### src/pqtc_pkg.sv
package pqtc_pkg;

   // Number of switch ports served
   localparam int NUM_PORTS = 3;

   // Register map
   localparam logic [7:0] PORT1_QOS_TAG_CTRL_OFFS = 8'h10;
   localparam logic [7:0] PORT2_QOS_TAG_CTRL_OFFS = 8'h20;
   localparam logic [7:0] PORT3_QOS_TAG_CTRL_OFFS = 8'h30;
   localparam logic [2:0][7:0] PORT_CTRL_OFFS = {
      PORT3_QOS_TAG_CTRL_OFFS,
      PORT2_QOS_TAG_CTRL_OFFS,
      PORT1_QOS_TAG_CTRL_OFFS
   };
   localparam logic [7:0] UNMAPPED_RDATA = 8'h00;

   // Field positions of each port control register
   localparam int BIT_STORM_EN = 7;
   localparam int BIT_DSCP_EN = 6;
   localparam int BIT_VLANPRIO_EN = 5;
   localparam int BIT_PORTPRIO = 4;
   localparam int BIT_PRIO_CEILING = 3;
   localparam int BIT_TAG_ADD = 2;
   localparam int BIT_TAG_STRIP = 1;
   localparam int BIT_DUAL_QUEUE = 0;

   // Values after reset for the bits not loaded from straps
   localparam logic RST_STORM_EN = 1'b0;
   localparam logic RST_DSCP_EN = 1'b0;
   localparam logic RST_PRIO_CEILING = 1'b0;

   // Strap vector layout: {vlanprio, portprio, tag_add, tag_strip, dual_queue}
   localparam int STRAP_W = 5;

   // User priority at or above which a tagged frame counts as high
   localparam logic [2:0] VLANPRIO_HIGH_MIN = 3'h4;

   // Widths
   localparam int VID_W = 12;
   localparam int SRC_W = 2;

endpackage : pqtc_pkg

### src/pqtc_ctrl_if.sv
`timescale 1ns/1ps
interface pqtc_ctrl_if;
   logic storm_en;
   logic dscp_en;
   logic vlanprio_en;
   logic port_high;
   logic prio_ceiling;
   logic tag_add;
   logic tag_strip;
   logic dual_queue;

   modport src (
      output storm_en,
      output dscp_en,
      output vlanprio_en,
      output port_high,
      output prio_ceiling,
      output tag_add,
      output tag_strip,
      output dual_queue
   );

   modport dst (
      input storm_en,
      input dscp_en,
      input vlanprio_en,
      input port_high,
      input prio_ceiling,
      input tag_add,
      input tag_strip,
      input dual_queue
   );
endinterface : pqtc_ctrl_if

### src/pqtc_ing_cls.sv
`timescale 1ns/1ps
module pqtc_ing_cls (
   input wire logic i_clk,
   input wire logic i_sys_rst,
   pqtc_ctrl_if.dst ctrl,
   input wire logic i_valid,
   input wire logic i_tagged,
   input wire logic i_is_ip,
   input wire logic i_dscp_high,
   input wire logic [2:0] i_user_prio,
   input wire logic [2:0] i_dflt_prio,
   output logic o_valid,
   output logic o_high,
   output logic [2:0] o_user_prio
);

   logic [2:0] next_prio;
   logic dscp_yield;
   logic vlan_yield;
   logic vlan_high;
   logic next_high;

   // Priority ceiling against the default tag
   always_comb begin
      if (ctrl.prio_ceiling && (i_user_prio > i_dflt_prio)) begin
         next_prio = i_dflt_prio;
      end else begin
         next_prio = i_user_prio;
      end
   end

   // Class decision
   always_comb begin
      dscp_yield = ctrl.dscp_en && i_is_ip;
      vlan_yield = ctrl.vlanprio_en && i_tagged;
      vlan_high = next_prio >= pqtc_pkg::VLANPRIO_HIGH_MIN;
      if (dscp_yield || vlan_yield) begin
         next_high = (dscp_yield && i_dscp_high) || (vlan_yield && vlan_high);
      end else begin
         next_high = ctrl.port_high;
      end
   end

   always_ff @(posedge i_clk) begin
      if (i_sys_rst) begin
         o_valid <= 1'b0;
      end else begin
         o_valid <= i_valid;
      end
   end

   always_ff @(posedge i_clk) begin
      if (i_sys_rst) begin
         o_high <= 1'b0;
         o_user_prio <= 3'h0;
      end else if (i_valid) begin
         o_high <= next_high;
         o_user_prio <= next_prio;
      end
   end

endmodule : pqtc_ing_cls

### src/pqtc_top.sv
// Operation
// - Bit 7 enables ingress broadcast storm limiting
// - Bit 6 enables DSCP priority classification
// - Bit 5 enables 802.1p priority classification
// - Bit 4 gives class when others fail
// - OR of DSCP and 802.1p overrides port
// - Bit 3 caps user priority at default
// - Bit 2 tags untagged egress frames only
// - Inserted tag uses ingress port VID
// - Bit 1 strips tags from tagged egress frames
// - Bit 0 set gives two egress queues
// - Bit 0 clear gives one unclassed queue
// - Same layout at 0x10, 0x20, 0x30
`timescale 1ns/1ps
module pqtc_top (
   input wire logic i_clk,
   input wire logic i_sys_rst,
   // Management register port
   input wire logic [7:0] i_reg_addr,
   input wire logic i_reg_wr,
   input wire logic i_reg_rd,
   input wire logic [7:0] i_reg_wdata,
   output logic [7:0] o_reg_rdata,
   output logic o_reg_rvalid,
   // Strap pins
   input wire logic i_strap_vlanprio_en_a,
   input wire logic i_strap_vlanprio_en_b,
   input wire logic i_strap_vlanprio_en_c,
   input wire logic i_strap_portprio_a,
   input wire logic i_strap_portprio_b,
   input wire logic i_strap_portprio_c,
   input wire logic i_strap_tag_add_a,
   input wire logic i_strap_tag_add_b,
   input wire logic i_strap_tag_add_c,
   input wire logic i_strap_tag_strip_a,
   input wire logic i_strap_tag_strip_b,
   input wire logic i_strap_tag_strip_c,
   input wire logic i_strap_dual_queue_a,
   input wire logic i_strap_dual_queue_b,
   input wire logic i_strap_dual_queue_c,
   // Per-port default tag fields
   input wire logic [2:0][11:0] i_port_vid,
   input wire logic [2:0][2:0] i_port_dflt_prio,
   // Ingress classification, one lane per port
   input wire logic [2:0] i_ing_valid,
   input wire logic [2:0] i_ing_tagged,
   input wire logic [2:0] i_ing_is_ip,
   input wire logic [2:0] i_ing_dscp_high,
   input wire logic [2:0][2:0] i_ing_user_prio,
   output logic [2:0] o_ing_valid,
   output logic [2:0] o_ing_high,
   output logic [2:0][2:0] o_ing_user_prio,
   output logic [2:0] o_storm_en,
   // Egress tag and queue decision, one lane per output port
   input wire logic [2:0] i_eg_valid,
   input wire logic [2:0][1:0] i_eg_src_port,
   input wire logic [2:0] i_eg_rx_tagged,
   input wire logic [2:0] i_eg_high,
   output logic [2:0] o_eg_valid,
   output logic [2:0] o_eg_add_tag,
   output logic [2:0] o_eg_strip_tag,
   output logic [2:0][11:0] o_eg_vid,
   output logic [2:0] o_eg_queue_high,
   output logic [2:0] o_dual_queue
);

   localparam int NP = pqtc_pkg::NUM_PORTS;
   localparam int SW = pqtc_pkg::STRAP_W;

   logic [NP-1:0][SW-1:0] strap_raw;
   logic [NP-1:0][SW-1:0] strap_s1;
   logic [NP-1:0][SW-1:0] strap_s2;
   logic [NP-1:0][SW-1:0] strap_s3;
   logic [NP-1:0][SW-1:0] strap_stable;
   logic [NP-1:0][7:0] ctrl_reg;
   logic [NP-1:0] hit;
   logic [7:0] next_rdata;

   pqtc_ctrl_if u_ctrl [NP] ();

   // Strap pins gathered per port
   assign strap_raw[0] = {i_strap_vlanprio_en_a, i_strap_portprio_a, i_strap_tag_add_a,
                          i_strap_tag_strip_a, i_strap_dual_queue_a};
   assign strap_raw[1] = {i_strap_vlanprio_en_b, i_strap_portprio_b, i_strap_tag_add_b,
                          i_strap_tag_strip_b, i_strap_dual_queue_b};
   assign strap_raw[2] = {i_strap_vlanprio_en_c, i_strap_portprio_c, i_strap_tag_add_c,
                          i_strap_tag_strip_c, i_strap_dual_queue_c};

   // Three-stage strap synchroniser, runs through reset
   always_ff @(posedge i_clk) begin
      strap_s1 <= strap_raw;
      strap_s2 <= strap_s1;
      strap_s3 <= strap_s2;
   end

   genvar p;
   generate
      for (p = 0; p < NP; p++) begin : g_port
         // Strap level accepted once the last two stages agree
         always_ff @(posedge i_clk) begin
            if (strap_s2[p] == strap_s3[p]) begin
               strap_stable[p] <= strap_s3[p];
            end
         end

         assign hit[p] = (i_reg_addr == pqtc_pkg::PORT_CTRL_OFFS[p]);

         // Control register with strap-loaded reset
         always_ff @(posedge i_clk) begin
            if (i_sys_rst) begin
               ctrl_reg[p][pqtc_pkg::BIT_STORM_EN] <= pqtc_pkg::RST_STORM_EN;
               ctrl_reg[p][pqtc_pkg::BIT_DSCP_EN] <= pqtc_pkg::RST_DSCP_EN;
               ctrl_reg[p][pqtc_pkg::BIT_VLANPRIO_EN] <= strap_stable[p][4];
               ctrl_reg[p][pqtc_pkg::BIT_PORTPRIO] <= strap_stable[p][3];
               ctrl_reg[p][pqtc_pkg::BIT_PRIO_CEILING] <= pqtc_pkg::RST_PRIO_CEILING;
               ctrl_reg[p][pqtc_pkg::BIT_TAG_ADD] <= strap_stable[p][2];
               ctrl_reg[p][pqtc_pkg::BIT_TAG_STRIP] <= strap_stable[p][1];
               ctrl_reg[p][pqtc_pkg::BIT_DUAL_QUEUE] <= strap_stable[p][0];
            end else if (i_reg_wr && hit[p]) begin
               ctrl_reg[p] <= i_reg_wdata;
            end
         end

         // Field decode onto the per-port control carrier
         assign u_ctrl[p].storm_en = ctrl_reg[p][pqtc_pkg::BIT_STORM_EN];
         assign u_ctrl[p].dscp_en = ctrl_reg[p][pqtc_pkg::BIT_DSCP_EN];
         assign u_ctrl[p].vlanprio_en = ctrl_reg[p][pqtc_pkg::BIT_VLANPRIO_EN];
         assign u_ctrl[p].port_high = ctrl_reg[p][pqtc_pkg::BIT_PORTPRIO];
         assign u_ctrl[p].prio_ceiling = ctrl_reg[p][pqtc_pkg::BIT_PRIO_CEILING];
         assign u_ctrl[p].tag_add = ctrl_reg[p][pqtc_pkg::BIT_TAG_ADD];
         assign u_ctrl[p].tag_strip = ctrl_reg[p][pqtc_pkg::BIT_TAG_STRIP];
         assign u_ctrl[p].dual_queue = ctrl_reg[p][pqtc_pkg::BIT_DUAL_QUEUE];

         // Storm limiter enable for ingress on this port
         always_ff @(posedge i_clk) begin
            if (i_sys_rst) begin
               o_storm_en[p] <= 1'b0;
            end else begin
               o_storm_en[p] <= ctrl_reg[p][pqtc_pkg::BIT_STORM_EN];
            end
         end

         // Egress queue mode
         always_ff @(posedge i_clk) begin
            if (i_sys_rst) begin
               o_dual_queue[p] <= 1'b0;
            end else begin
               o_dual_queue[p] <= ctrl_reg[p][pqtc_pkg::BIT_DUAL_QUEUE];
            end
         end

         // Ingress classifier
         pqtc_ing_cls u_cls (
            .i_clk(i_clk),
            .i_sys_rst(i_sys_rst),
            .ctrl(u_ctrl[p]),
            .i_valid(i_ing_valid[p]),
            .i_tagged(i_ing_tagged[p]),
            .i_is_ip(i_ing_is_ip[p]),
            .i_dscp_high(i_ing_dscp_high[p]),
            .i_user_prio(i_ing_user_prio[p]),
            .i_dflt_prio(i_port_dflt_prio[p]),
            .o_valid(o_ing_valid[p]),
            .o_high(o_ing_high[p]),
            .o_user_prio(o_ing_user_prio[p])
         );

         // Egress valid pipeline
         always_ff @(posedge i_clk) begin
            if (i_sys_rst) begin
               o_eg_valid[p] <= 1'b0;
            end else begin
               o_eg_valid[p] <= i_eg_valid[p];
            end
         end

         // Egress tag and queue decision
         always_ff @(posedge i_clk) begin
            if (i_sys_rst) begin
               o_eg_add_tag[p] <= 1'b0;
               o_eg_strip_tag[p] <= 1'b0;
               o_eg_vid[p] <= '0;
               o_eg_queue_high[p] <= 1'b0;
            end else if (i_eg_valid[p]) begin
               o_eg_add_tag[p] <= ctrl_reg[p][pqtc_pkg::BIT_TAG_ADD]
                                  && !i_eg_rx_tagged[p]
                                  && (i_eg_src_port[p] < 2'(NP));
               o_eg_strip_tag[p] <= ctrl_reg[p][pqtc_pkg::BIT_TAG_STRIP]
                                    && i_eg_rx_tagged[p];
               if (i_eg_src_port[p] < 2'(NP)) begin
                  o_eg_vid[p] <= i_port_vid[i_eg_src_port[p]];
               end else begin
                  o_eg_vid[p] <= '0;
               end
               if (ctrl_reg[p][pqtc_pkg::BIT_DUAL_QUEUE]) begin
                  o_eg_queue_high[p] <= i_eg_high[p];
               end else begin
                  o_eg_queue_high[p] <= 1'b0;
               end
            end
         end
      end
   endgenerate

   // Read multiplexer, unmapped addresses read as zero
   always_comb begin
      next_rdata = pqtc_pkg::UNMAPPED_RDATA;
      for (int k = 0; k < NP; k++) begin
         if (hit[k]) begin
            next_rdata = ctrl_reg[k];
         end
      end
   end

   always_ff @(posedge i_clk) begin
      if (i_sys_rst) begin
         o_reg_rdata <= 8'h00;
         o_reg_rvalid <= 1'b0;
      end else begin
         o_reg_rvalid <= i_reg_rd;
         if (i_reg_rd) begin
            o_reg_rdata <= next_rdata;
         end
      end
   end

endmodule : pqtc_top

### config.mk
export PLATFORM = sky130hd
export DESIGN_NAME = pqtc_top
export DESIGN_NICKNAME = d
export VERILOG_FILES = /design/src/pqtc_pkg.sv /design/src/pqtc_ctrl_if.sv /design/src/pqtc_ing_cls.sv /design/src/pqtc_top.sv
export SDC_FILE = /design/constraint.sdc
export NUM_CORES = 1
export LEC_CHECK = 0
export BUFFER_PORTS_ARGS = -buffer_cell sky130_fd_sc_hd__buf_2
export CAP_MARGIN = 15
export CORE_AREA = 2 2 98 171
export DETAILED_ROUTE_END_ITERATION = 8
export DIE_AREA = 0 0 100 173
export HOLD_SLACK_MARGIN = 0.12
export PLACE_DENSITY_LB_ADDON = 0.3
export SETUP_SLACK_MARGIN = 0.2
export SLEW_MARGIN = 20
export SYNTH_ARGS = -nofsm -noshare
export SYNTH_HDL_FRONTEND = slang
export SYNTH_SLANG_ARGS = --single-unit
export TNS_END_PERCENT = 20
### constraint.sdc
create_clock -name i_clk -period 1.5 [get_ports i_clk]
set_clock_uncertainty 0.1 [all_clocks]
set_input_delay 0 -clock i_clk [delete_from_list [all_inputs] [get_ports i_clk]]
set_output_delay 0 -clock i_clk [all_outputs]
set_load 0.01 [all_outputs]
; Word level (Yosys, flattened, before mapping)
; Index checks and enable logic that the tools add are counted.
; W data, S select, Z words.
[word_totals]
inputBits = 116
regBits = 162
[classes]
order_cmp = 12
n_mux = 27
eq_ne = 6
n_reduce_logical = 39
[op_table]
columns = op, n
row1 = $bmux W12 S2, 3
row2 = $mux W12, 6
row3 = $mux W6, 6
row4 = $logic_and A1 B1 Y1, 27
row5 = $mux W8, 3
row6 = $eq A8 B6 Y1 const B, 2
row7 = $eq A5 B5 Y1, 3
row8 = $ge A3 B3 Y1 const B, 3
row9 = $gt A3 B3 Y1, 3
row10 = $lt A2 B3 Y1 const B, 3
row11 = $mux W3, 3
row12 = $eq A8 B5 Y1 const B, 1
row13 = $logic_or A1 B1 Y1, 6
row14 = $lt A2 B2 Y1 const B, 3
row15 = $mux W1, 6
row16 = $reduce_bool A2 Y1, 3
row17 = $logic_not A1 Y1, 3

; Logic depth before layout (Yosys ltp)
; Gate-level depths: netlist of the first run.
[depth]
word_depth = 7
depth_mapped = 6
depth_no_buf = 6

; Hierarchy
; From an unflattened synthesis of the first run, not the netlist that was laid out.
[hier_totals]
hier_cells = 629
area_unflattened_um2 = 6567.5
[by_module_without_submodules]
columns = module, area_each_um2, cells_each, seq_area_each_um2, n_inst
row1 = pqtc_top, 5535.3, 512, 3243.1, 1
row2 = pqtc_ing_cls, 344.1, 39, 100.1, 3

; Worst setup path after synthesis of the first run
; Ideal clock, no wire load.
[synth_path]
path_kind = reg2reg
from = register strap_s3[4] (netlist name)
to = register strap_stable[0] (netlist name), enable pin
setup_time_ps = 374
setup_slack_ps = 55
path_buffers = 0
synth_period_minus_slack_ps = 1445
stages_incl_launch_ff = 4
t_arrival_ps = 972
cell_sequence = dfxtp_1 > xnor2_1 > nand3_1 > nor3_1
[synth_between]
elab_chain_cells = 1
[synth_rtl]
columns = item, line
row1 = "start, declared", pqtc_top.sv:73  ; logic [NP-1:0][SW-1:0] strap_s3;
row2 = "start signal, assigned", pqtc_top.sv:93  ; strap_s3 <= strap_s2;
row3 = $eq A5 B5 Y1, pqtc_top.sv:101  ; if (strap_s2[p] == strap_s3[p]) begin
row4 = "end signal, assigned by index", pqtc_top.sv:102  ; strap_stable[p] <= strap_s3[p];
row5 = "end, declared", pqtc_top.sv:74  ; logic [NP-1:0][SW-1:0] strap_stable;
; Every way passes these cells.
; A chain may end at the register's enable or synchronous reset.

; Worst setup path after layout of the first run
[layout_path]
from = input port i_reg_addr[5]
to = register o_reg_rdata[6]
[layout_between]
elab_chain_cells = 4
word_cells_on_any_way = 6
[layout_rtl]
columns = item, line
row1 = "start, declared", pqtc_top.sv:19  ; input wire logic [7:0] i_reg_addr,
row2 = $eq A8 B5 Y1, pqtc_top.sv:106  ; assign hit[p] = (i_reg_addr == pqtc_pkg::PORT_CTRL_OFFS[p]);
row3 = $mux W8 (2 in a row), pqtc_top.sv:209  ; if (hit[k]) begin
row4 = $mux W8 (*), pqtc_top.sv:209
row5 = "end signal, assigned", pqtc_top.sv:222  ; o_reg_rdata <= next_rdata;
row6 = "end, declared", pqtc_top.sv:23  ; output logic [7:0] o_reg_rdata,
; Mark *: on every way between the ends. The rest lies on a longest branch, timed or not.

==> results of run 1 <==
## worst paths after layout
kind                                          from                        endpoint  slack, ns  cells after the start
worst max-delay path                 i_reg_addr[5]                  o_reg_rdata[6]       0.13                      6
worst min-delay path            i_ing_user_prio[4]  g_port[1].u_cls.o_user_prio[1]      -0.22                      3
worst max register to register        ctrl_reg[22]                  o_reg_rdata[6]       0.20                      3
worst min register to register        strap_s1[10]                    strap_s2[10]       0.23                      0
## cell families (layout without fill, tap and decap cells)
| logic type | after synthesis | after routing |
|---|---|---|
| adder cells (fa/ha/maj) | 9 | 9 |
| flip-flops | 162 | 162 |
| multiplexers | 45 | 45 |
| AO/OA/AOI/OAI | 152 | 152 |
| buffers and inverters | 56 | 412 |
| XOR/XNOR | 15 | 15 |
| AND/OR/NAND/NOR | 221 | 221 |
## Yosys cell counts, types with 4 or more instances
master    number
nand2b_1      17
xor2_1         6
edfxtp_1      30
mux2i_1       45
inv_1         10
a211oi_1      13
ha_1           9
a32oi_1        4
buf_2          7
nand3_1       26
nor2_1        76
nor3_1         6
dfxtp_1      132
nor2b_1       18
buf_4          6
xnor2_1        9
nand4_1        6
a311oi_1       9
a21oi_1       45
clkbuf_1      33
o21ai_0       48
o211ai_1      11
nand2_1       59
## worst max-delay path: stages
cell,delay (ns)
buf_2,0.09
buf_4,0.13
dlygate4sd3_1,0.72
nor2_1,0.08
or4_1,0.47
a21oi_1,0.13
## stage by stage
step	power (mW)	worst slack [ns]	instances	hold slack, ns	area [um2]
2_1_floorplan	5.36	0.0548	660	-0.0723	6450
3_3_place_gp	5.81	-0.0369	1020	0.00429	7640
3_5_place_dp	5.83	-0.0189	1020	0.00359	7640
4_1_cts	10.5	0.185	1190	-0.245	9680
5_1_grt	10.9	0.115	1205	-0.231	9850
6_report	10.5	0.126	1205	-0.216	9850
## layout make-up
| cell class | count | area [um2] |
|---|---|---|
| clock inverter | 15 | 203 |
| fill | 1390 | 6030 |
| inverter | 10 | 37.5 |
| sequential | 162 | 3550 |
| timing repair buffer | 370 | 2690 |
| multi-input combinational | 442 | 2700 |
| clock buffer | 17 | 425 |
| tap | 189 | 236 |
## power by group
group | switching (mW) | leakage [nW] | internal (mW)
combinational | 0.660 | 2.73 | 0.710
sequential | 0.103 | 1.38 | 4.62
clock | 2.13 | 0.297 | 2.29
total | 2.90 | 4.41 | 7.62
## timing repair
action	in CTS	in global routing
pin swaps	4	5
resized for setup	5	8
hold buffers	138	15
endpoints found under the hold margin	132	35
endpoints found under the setup margin	16	52
gates cloned	0	0
## per-layer routing
metal | global-route usage (%) | up-vias | wire, um
li1 | - | 3014 | -
met1 | 24.1 | 2934 | 7470
met2 | 41.4 | 211 | 10900
met3 | 4.65 | 51 | 906
met4 | 9.93 | 0 | 665
met5 | 0 | - | 0
==> metrics, run 1 <==
number of H-tree levels=4; Worst setup EP type=flop; Routed WL=roughly 20000 um; Crit path required time=1.75 ns; Final nets=1128; Crit Path Class=input port to flop; drt initial violations=194; Post-Synth XOR/XNOR Area=2.04%; Num CTS Buffers=17; Worst VDD drop=0.000842 V; fmax=728 MHz; CP Data Arrival Time=1.63 ns; CTS Sinks=~160; fin util=between 60% and 70%; area share of the largest cell type after synthesis=41.0%; violated checks=hold timing; Area growth syn-to-layout=52.8%; Synth Area in Simple Gates=16.1%; Vias/cell=5.15; final hold vios=6; Placer Congestion=~0.9; worst slew pin tran=0.925 ns; antenna violations before repair=0; vias in the first global route=6222; max reg flops=36; Port Buf Inserts=roughly 190; TritonCTS clock tree=yes; DIE WIDTH=100 um; clock slew at reported path FFs=~0.080 ns; DIE HEIGHT=~170 um; ranking of synthesized cells by area=dfxtp_1 (41%), edfxtp_1 (14%), mux2i_1 (7.0%); cell area after synthesis=6440 um2; Core Rows=61; RSZ-0062 raised after global routing=yes; commonest non-fill, non-tap cell in the layout=buf_2; complex-gate fraction of the synthesized area=14.4%; EDFF count, synth=30; worst hold path class=input port to flop; Final Slew Violations=0; LEAKAGE=about 4.4 nW; Synth async-reset ratio=0%; Synth Net Count=~790; fin crit period=~1.4 ns; routed via count=6210; Initial Util=40.6%; DRC=0; hold slack=-0.216 ns; n_diodes=0; crit share post-route=91.6%; CP max FO=6; postcts setup bufs=0; status=finished, violations left; Post-Synth Adder-Cell Area=1.75%; first-pass GRT wire length=just over 30000 um; post-synthesis mux area share=6.99%; die footprint=17300 um2; grt ovf=0; Synth warnings=0; DRT antenna net count=0; DP HPWL=13300 um; IO Pins=194; register bit total from synthesis=162; Post-synth top flop=dfxtp_1; max cap viols=0; most frequent cells in the layout=buf_2 (193), dlygate4sd3_1 (152), dfxtp_1 (126), nor2_1 (76), nand2_1 (59); largest net degree at the start of global routing=31; total iterations of the first detailed-routing run=4; synth unique cells=39; layout cells sized above 1=about a quarter; total negative slack=0 ns; All-Layer GR Usage=22.4%; worst-skew pair later-pin latency=around 0.42 ns; Slew HR=approximately two fifths; Synth area leader=dfxtp_1; setup violators final=0; Startpoint Class=input port; core region area=roughly 16000 um2; main combinational cell family by area after synthesis=simple AND/OR/NAND/NOR gates; average routed wire per standard cell=16.5 um; fraction of the yosys area taken by sequential cells=55.0%; PD cells=between 1000 and 1500 nW/um2; Gate Count Post-Synth=660; Max Root-Sink Buffers=2; synthesized area per cell=9.76 um2; CTS Root Cell=clkbuf_16
No activity file was read; power rests on OpenSTA's default activity.
==> inputs of run 2 (changes only) <==
--- a/config.mk
+++ b/config.mk
@@ -9,4 +9,5 @@
 export CAP_MARGIN = 15
 export CORE_AREA = 2 2 98 171
+export CTS_BUF_LIST = sky130_fd_sc_hd__clkbuf_8 sky130_fd_sc_hd__clkbuf_16
 export DETAILED_ROUTE_END_ITERATION = 8
 export DIE_AREA = 0 0 100 173
==> constraint.sdc (replaced) <==
create_clock -name i_clk -period 1.6 [get_ports i_clk]
set_clock_uncertainty 0.1 [all_clocks]
set_input_delay 0 -clock i_clk [delete_from_list [all_inputs] [get_ports i_clk]]
set_output_delay 0 -clock i_clk [all_outputs]
set_load 0.05 [all_outputs]
==> run 2 against run 1 <==
  * The flow still finishes with violations (hold timing)
  * Register-to-register slack about the same
  * Non-clock buffer count down 4
  * First-iteration DRC count is 17% lower
  * Final cell count fell by 0.17%
  * Count of clock-buffer cells in the layout is the same
  * Sequential power fell by 6.1%
  * Cell area fell by 0.65%
  * Critical path depth increased by 1
  * Sequential cell count unchanged
  * Largest cell class unchanged
  * Highest routed layer unchanged
==> metrics, run 2 (synthesis results as in run 1) <==
Port Buf Inserts=193 (unchanged); fin util=61.6% (-0.40 points); Vias/cell=5.09 (-1.3%); setup violators final=0 (unchanged); vias in the first global route=6194 (-0.45%); LEAKAGE=4.38 nW (-0.87%); DIE HEIGHT=173 um (unchanged); max cap viols=0 (unchanged); core region area=15900 um2 (unchanged); Worst VDD drop=0.000641 V (-24%); antenna violations before repair=2 (+2); DP HPWL=13200 um (-1.1%); RSZ-0062 raised after global routing=yes; total iterations of the first detailed-routing run=4 (unchanged); TritonCTS clock tree=yes; Final Slew Violations=0 (unchanged); commonest non-fill, non-tap cell in the layout=buf_2; CP Data Arrival Time=1.67 ns (+0.04 ns); Routed WL=19200 um (-3.7%); PD cells=1020 nW/um2 (-4.5%); global route hottest layer=met2; met1 Usage GRT=22.4% (-1.7 points); Crit Path Class=input port to flop; status=finished, violations left; worst hold path class=input port to flop; Core Rows=61 (unchanged); routed via count=6122 (-1.4%); violated checks=hold timing; Startpoint Class=input port; DRT antenna net count=0 (unchanged); Initial Util=40.6% (unchanged); clock slew at reported path FFs=0.07 ns (about the same); number of H-tree levels=4 (unchanged); Fillers=1360 (-2.2%); Num CTS Buffers=17 (unchanged); max reg flops=36 (unchanged); CTS Root Cell=clkbuf_16; first-pass GRT wire length=29900 um (-2.1%); most frequent cells in the layout=buf_2 (193), dlygate4sd3_1 (153), dfxtp_1 (132), nor2_1 (75), nand2_1 (59); IO Pins=194 (unchanged); DRC=0 (unchanged); CP max FO=3 (-3); total negative slack=0 ns (unchanged); Placer Congestion=0.885 (-1.7%); grt ovf=0 (unchanged); Max Root-Sink Buffers=2 (unchanged); hold slack=-0.146 ns (+0.0692 ns); Slew HR=38.9% (+0.68 points); fin crit period=1.48 ns; Comb pwr share=15.6% (+2.6 points); Area growth syn-to-layout=51.8%; Sw Ratio=28.9% (+1.3 points); worst-skew pair later-pin latency=0.42 ns (about the same); worst slew pin tran=0.915 ns (-0.0102 ns); layout cells sized above 1=24.7% (-0.99 points); Worst setup EP type=flop; All-Layer GR Usage=22.0% (-0.47 points); die footprint=17300 um2 (unchanged); largest net degree at the start of global routing=52 (+68%); M3 GR Usage=4.53% (-0.12 points); clock share of power=40.0% (-2.0 points); GRT met2 Usage=40.4% (-0.93 points); fmax=slightly below 700 MHz; DIE WIDTH=100 um (unchanged); drt initial violations=161 (-17%); average routed wire per standard cell=15.9 um (-3.6%); switching pwr=2.88 mW (-0.48%); crit share post-route=about 93%; Final Cell Area=9780 um2 (-0.65%); Seq pwr share=44.4% (-0.5 points); placed cell areas=7610 um2 (-0.43%); final hold vios=6 (unchanged); Int Power=7.09 mW (-6.9%); Crit path required time=1.79 ns (+0.04 ns); Final nets=1124 (-0.35%); CTS Sinks=162 (unchanged)
==> run 2: cell count changes in the layout (fill, tap and decap cells not counted), moves of 2 or more <==
| cell | previous run | this run |
|---|---|---|
| xnor2_1 | 7 | 9 |
| inv_8 | 2 | 6 |
| clkinv_8 | 8 | 4 |
| dfxtp_2 | 6 | 0 |
| diode_2 | 0 | 2 |
| xnor2_2 | 2 | 0 |
| buf_4 | 23 | 18 |
| dfxtp_1 | 126 | 132 |
==> run 2: worst paths after layout <==
kind             startpoint         endpoint  slack, ns  depth (start not counted)
min reg2reg    strap_s1[11]     strap_s2[11]       0.23                          0
max          i_port_vid[20]     o_eg_vid[20]       0.12                          7
max reg2reg    ctrl_reg[10]  o_eg_add_tag[1]       0.20                          3
min               i_sys_rst   o_reg_rdata[6]      -0.15                          2
==> run 2: layout make-up <==
type	count	area, um2	area share (%)
Sequential cell	162	3540	36.2
Multi-Input combinational cell	442	2700	27.6
Timing Repair Buffer	366	2670	27.3
Clock buffer	17	425	4.35
Tap cell	189	236	2.42
Clock inverter	15	166	1.70
Inverter	10	37.5	0.384
Antenna cell	2	5.00	0.0512
==> run 2: what timing repair did <==
item	4_1_cts	5_1_grt
hold endpoints to repair	122	33
pin swaps	0	2
hold buffers	154	1
resized for setup	1	4
setup buffers	0	2
endpoints found under the setup margin	10	71
==> run 2: worst max-delay path, stage by stage <==
cell,delay (ns)
dlygate4sd3_1,0.57
buf_2,0.16
mux2i_1,0.14
nor2_1,0.05
a21oi_1,0.11
dlygate4sd3_1,0.56
o21ai_0,0.08
==> run 2: power by group through the flow <==
stage | Sequential, mW | Combinational, mW | Clock [mW]
after CTS | 4.43 | 1.54 | 4.09
after floorplan | 4.80 | 0.518 | 0
after global routing | 4.44 | 1.67 | 4.23
after detailed placement | 4.52 | 1.23 | 0
final | 4.43 | 1.56 | 3.99
after global placement | 4.52 | 1.22 | 0
==> run 2: metrics by stage <==
step | total power, mW | instances | setup WS [ns]
floorplan | 5.32 | 660 | 0.155
global placement | 5.73 | 1014 | 0.0905
detailed placement | 5.75 | 1014 | 0.0843
CTS | 10.1 | 1200 | 0.184
global route | 10.4 | 1203 | 0.0772
finish | 9.98 | 1203 | 0.115
==> run 2: layer usage <==
layer,part of all wire (%),vias up
met1,37,2835
met2,53,221
met3,5.1,55
met4,4.7,0
met5,0,-
li1,-,3011
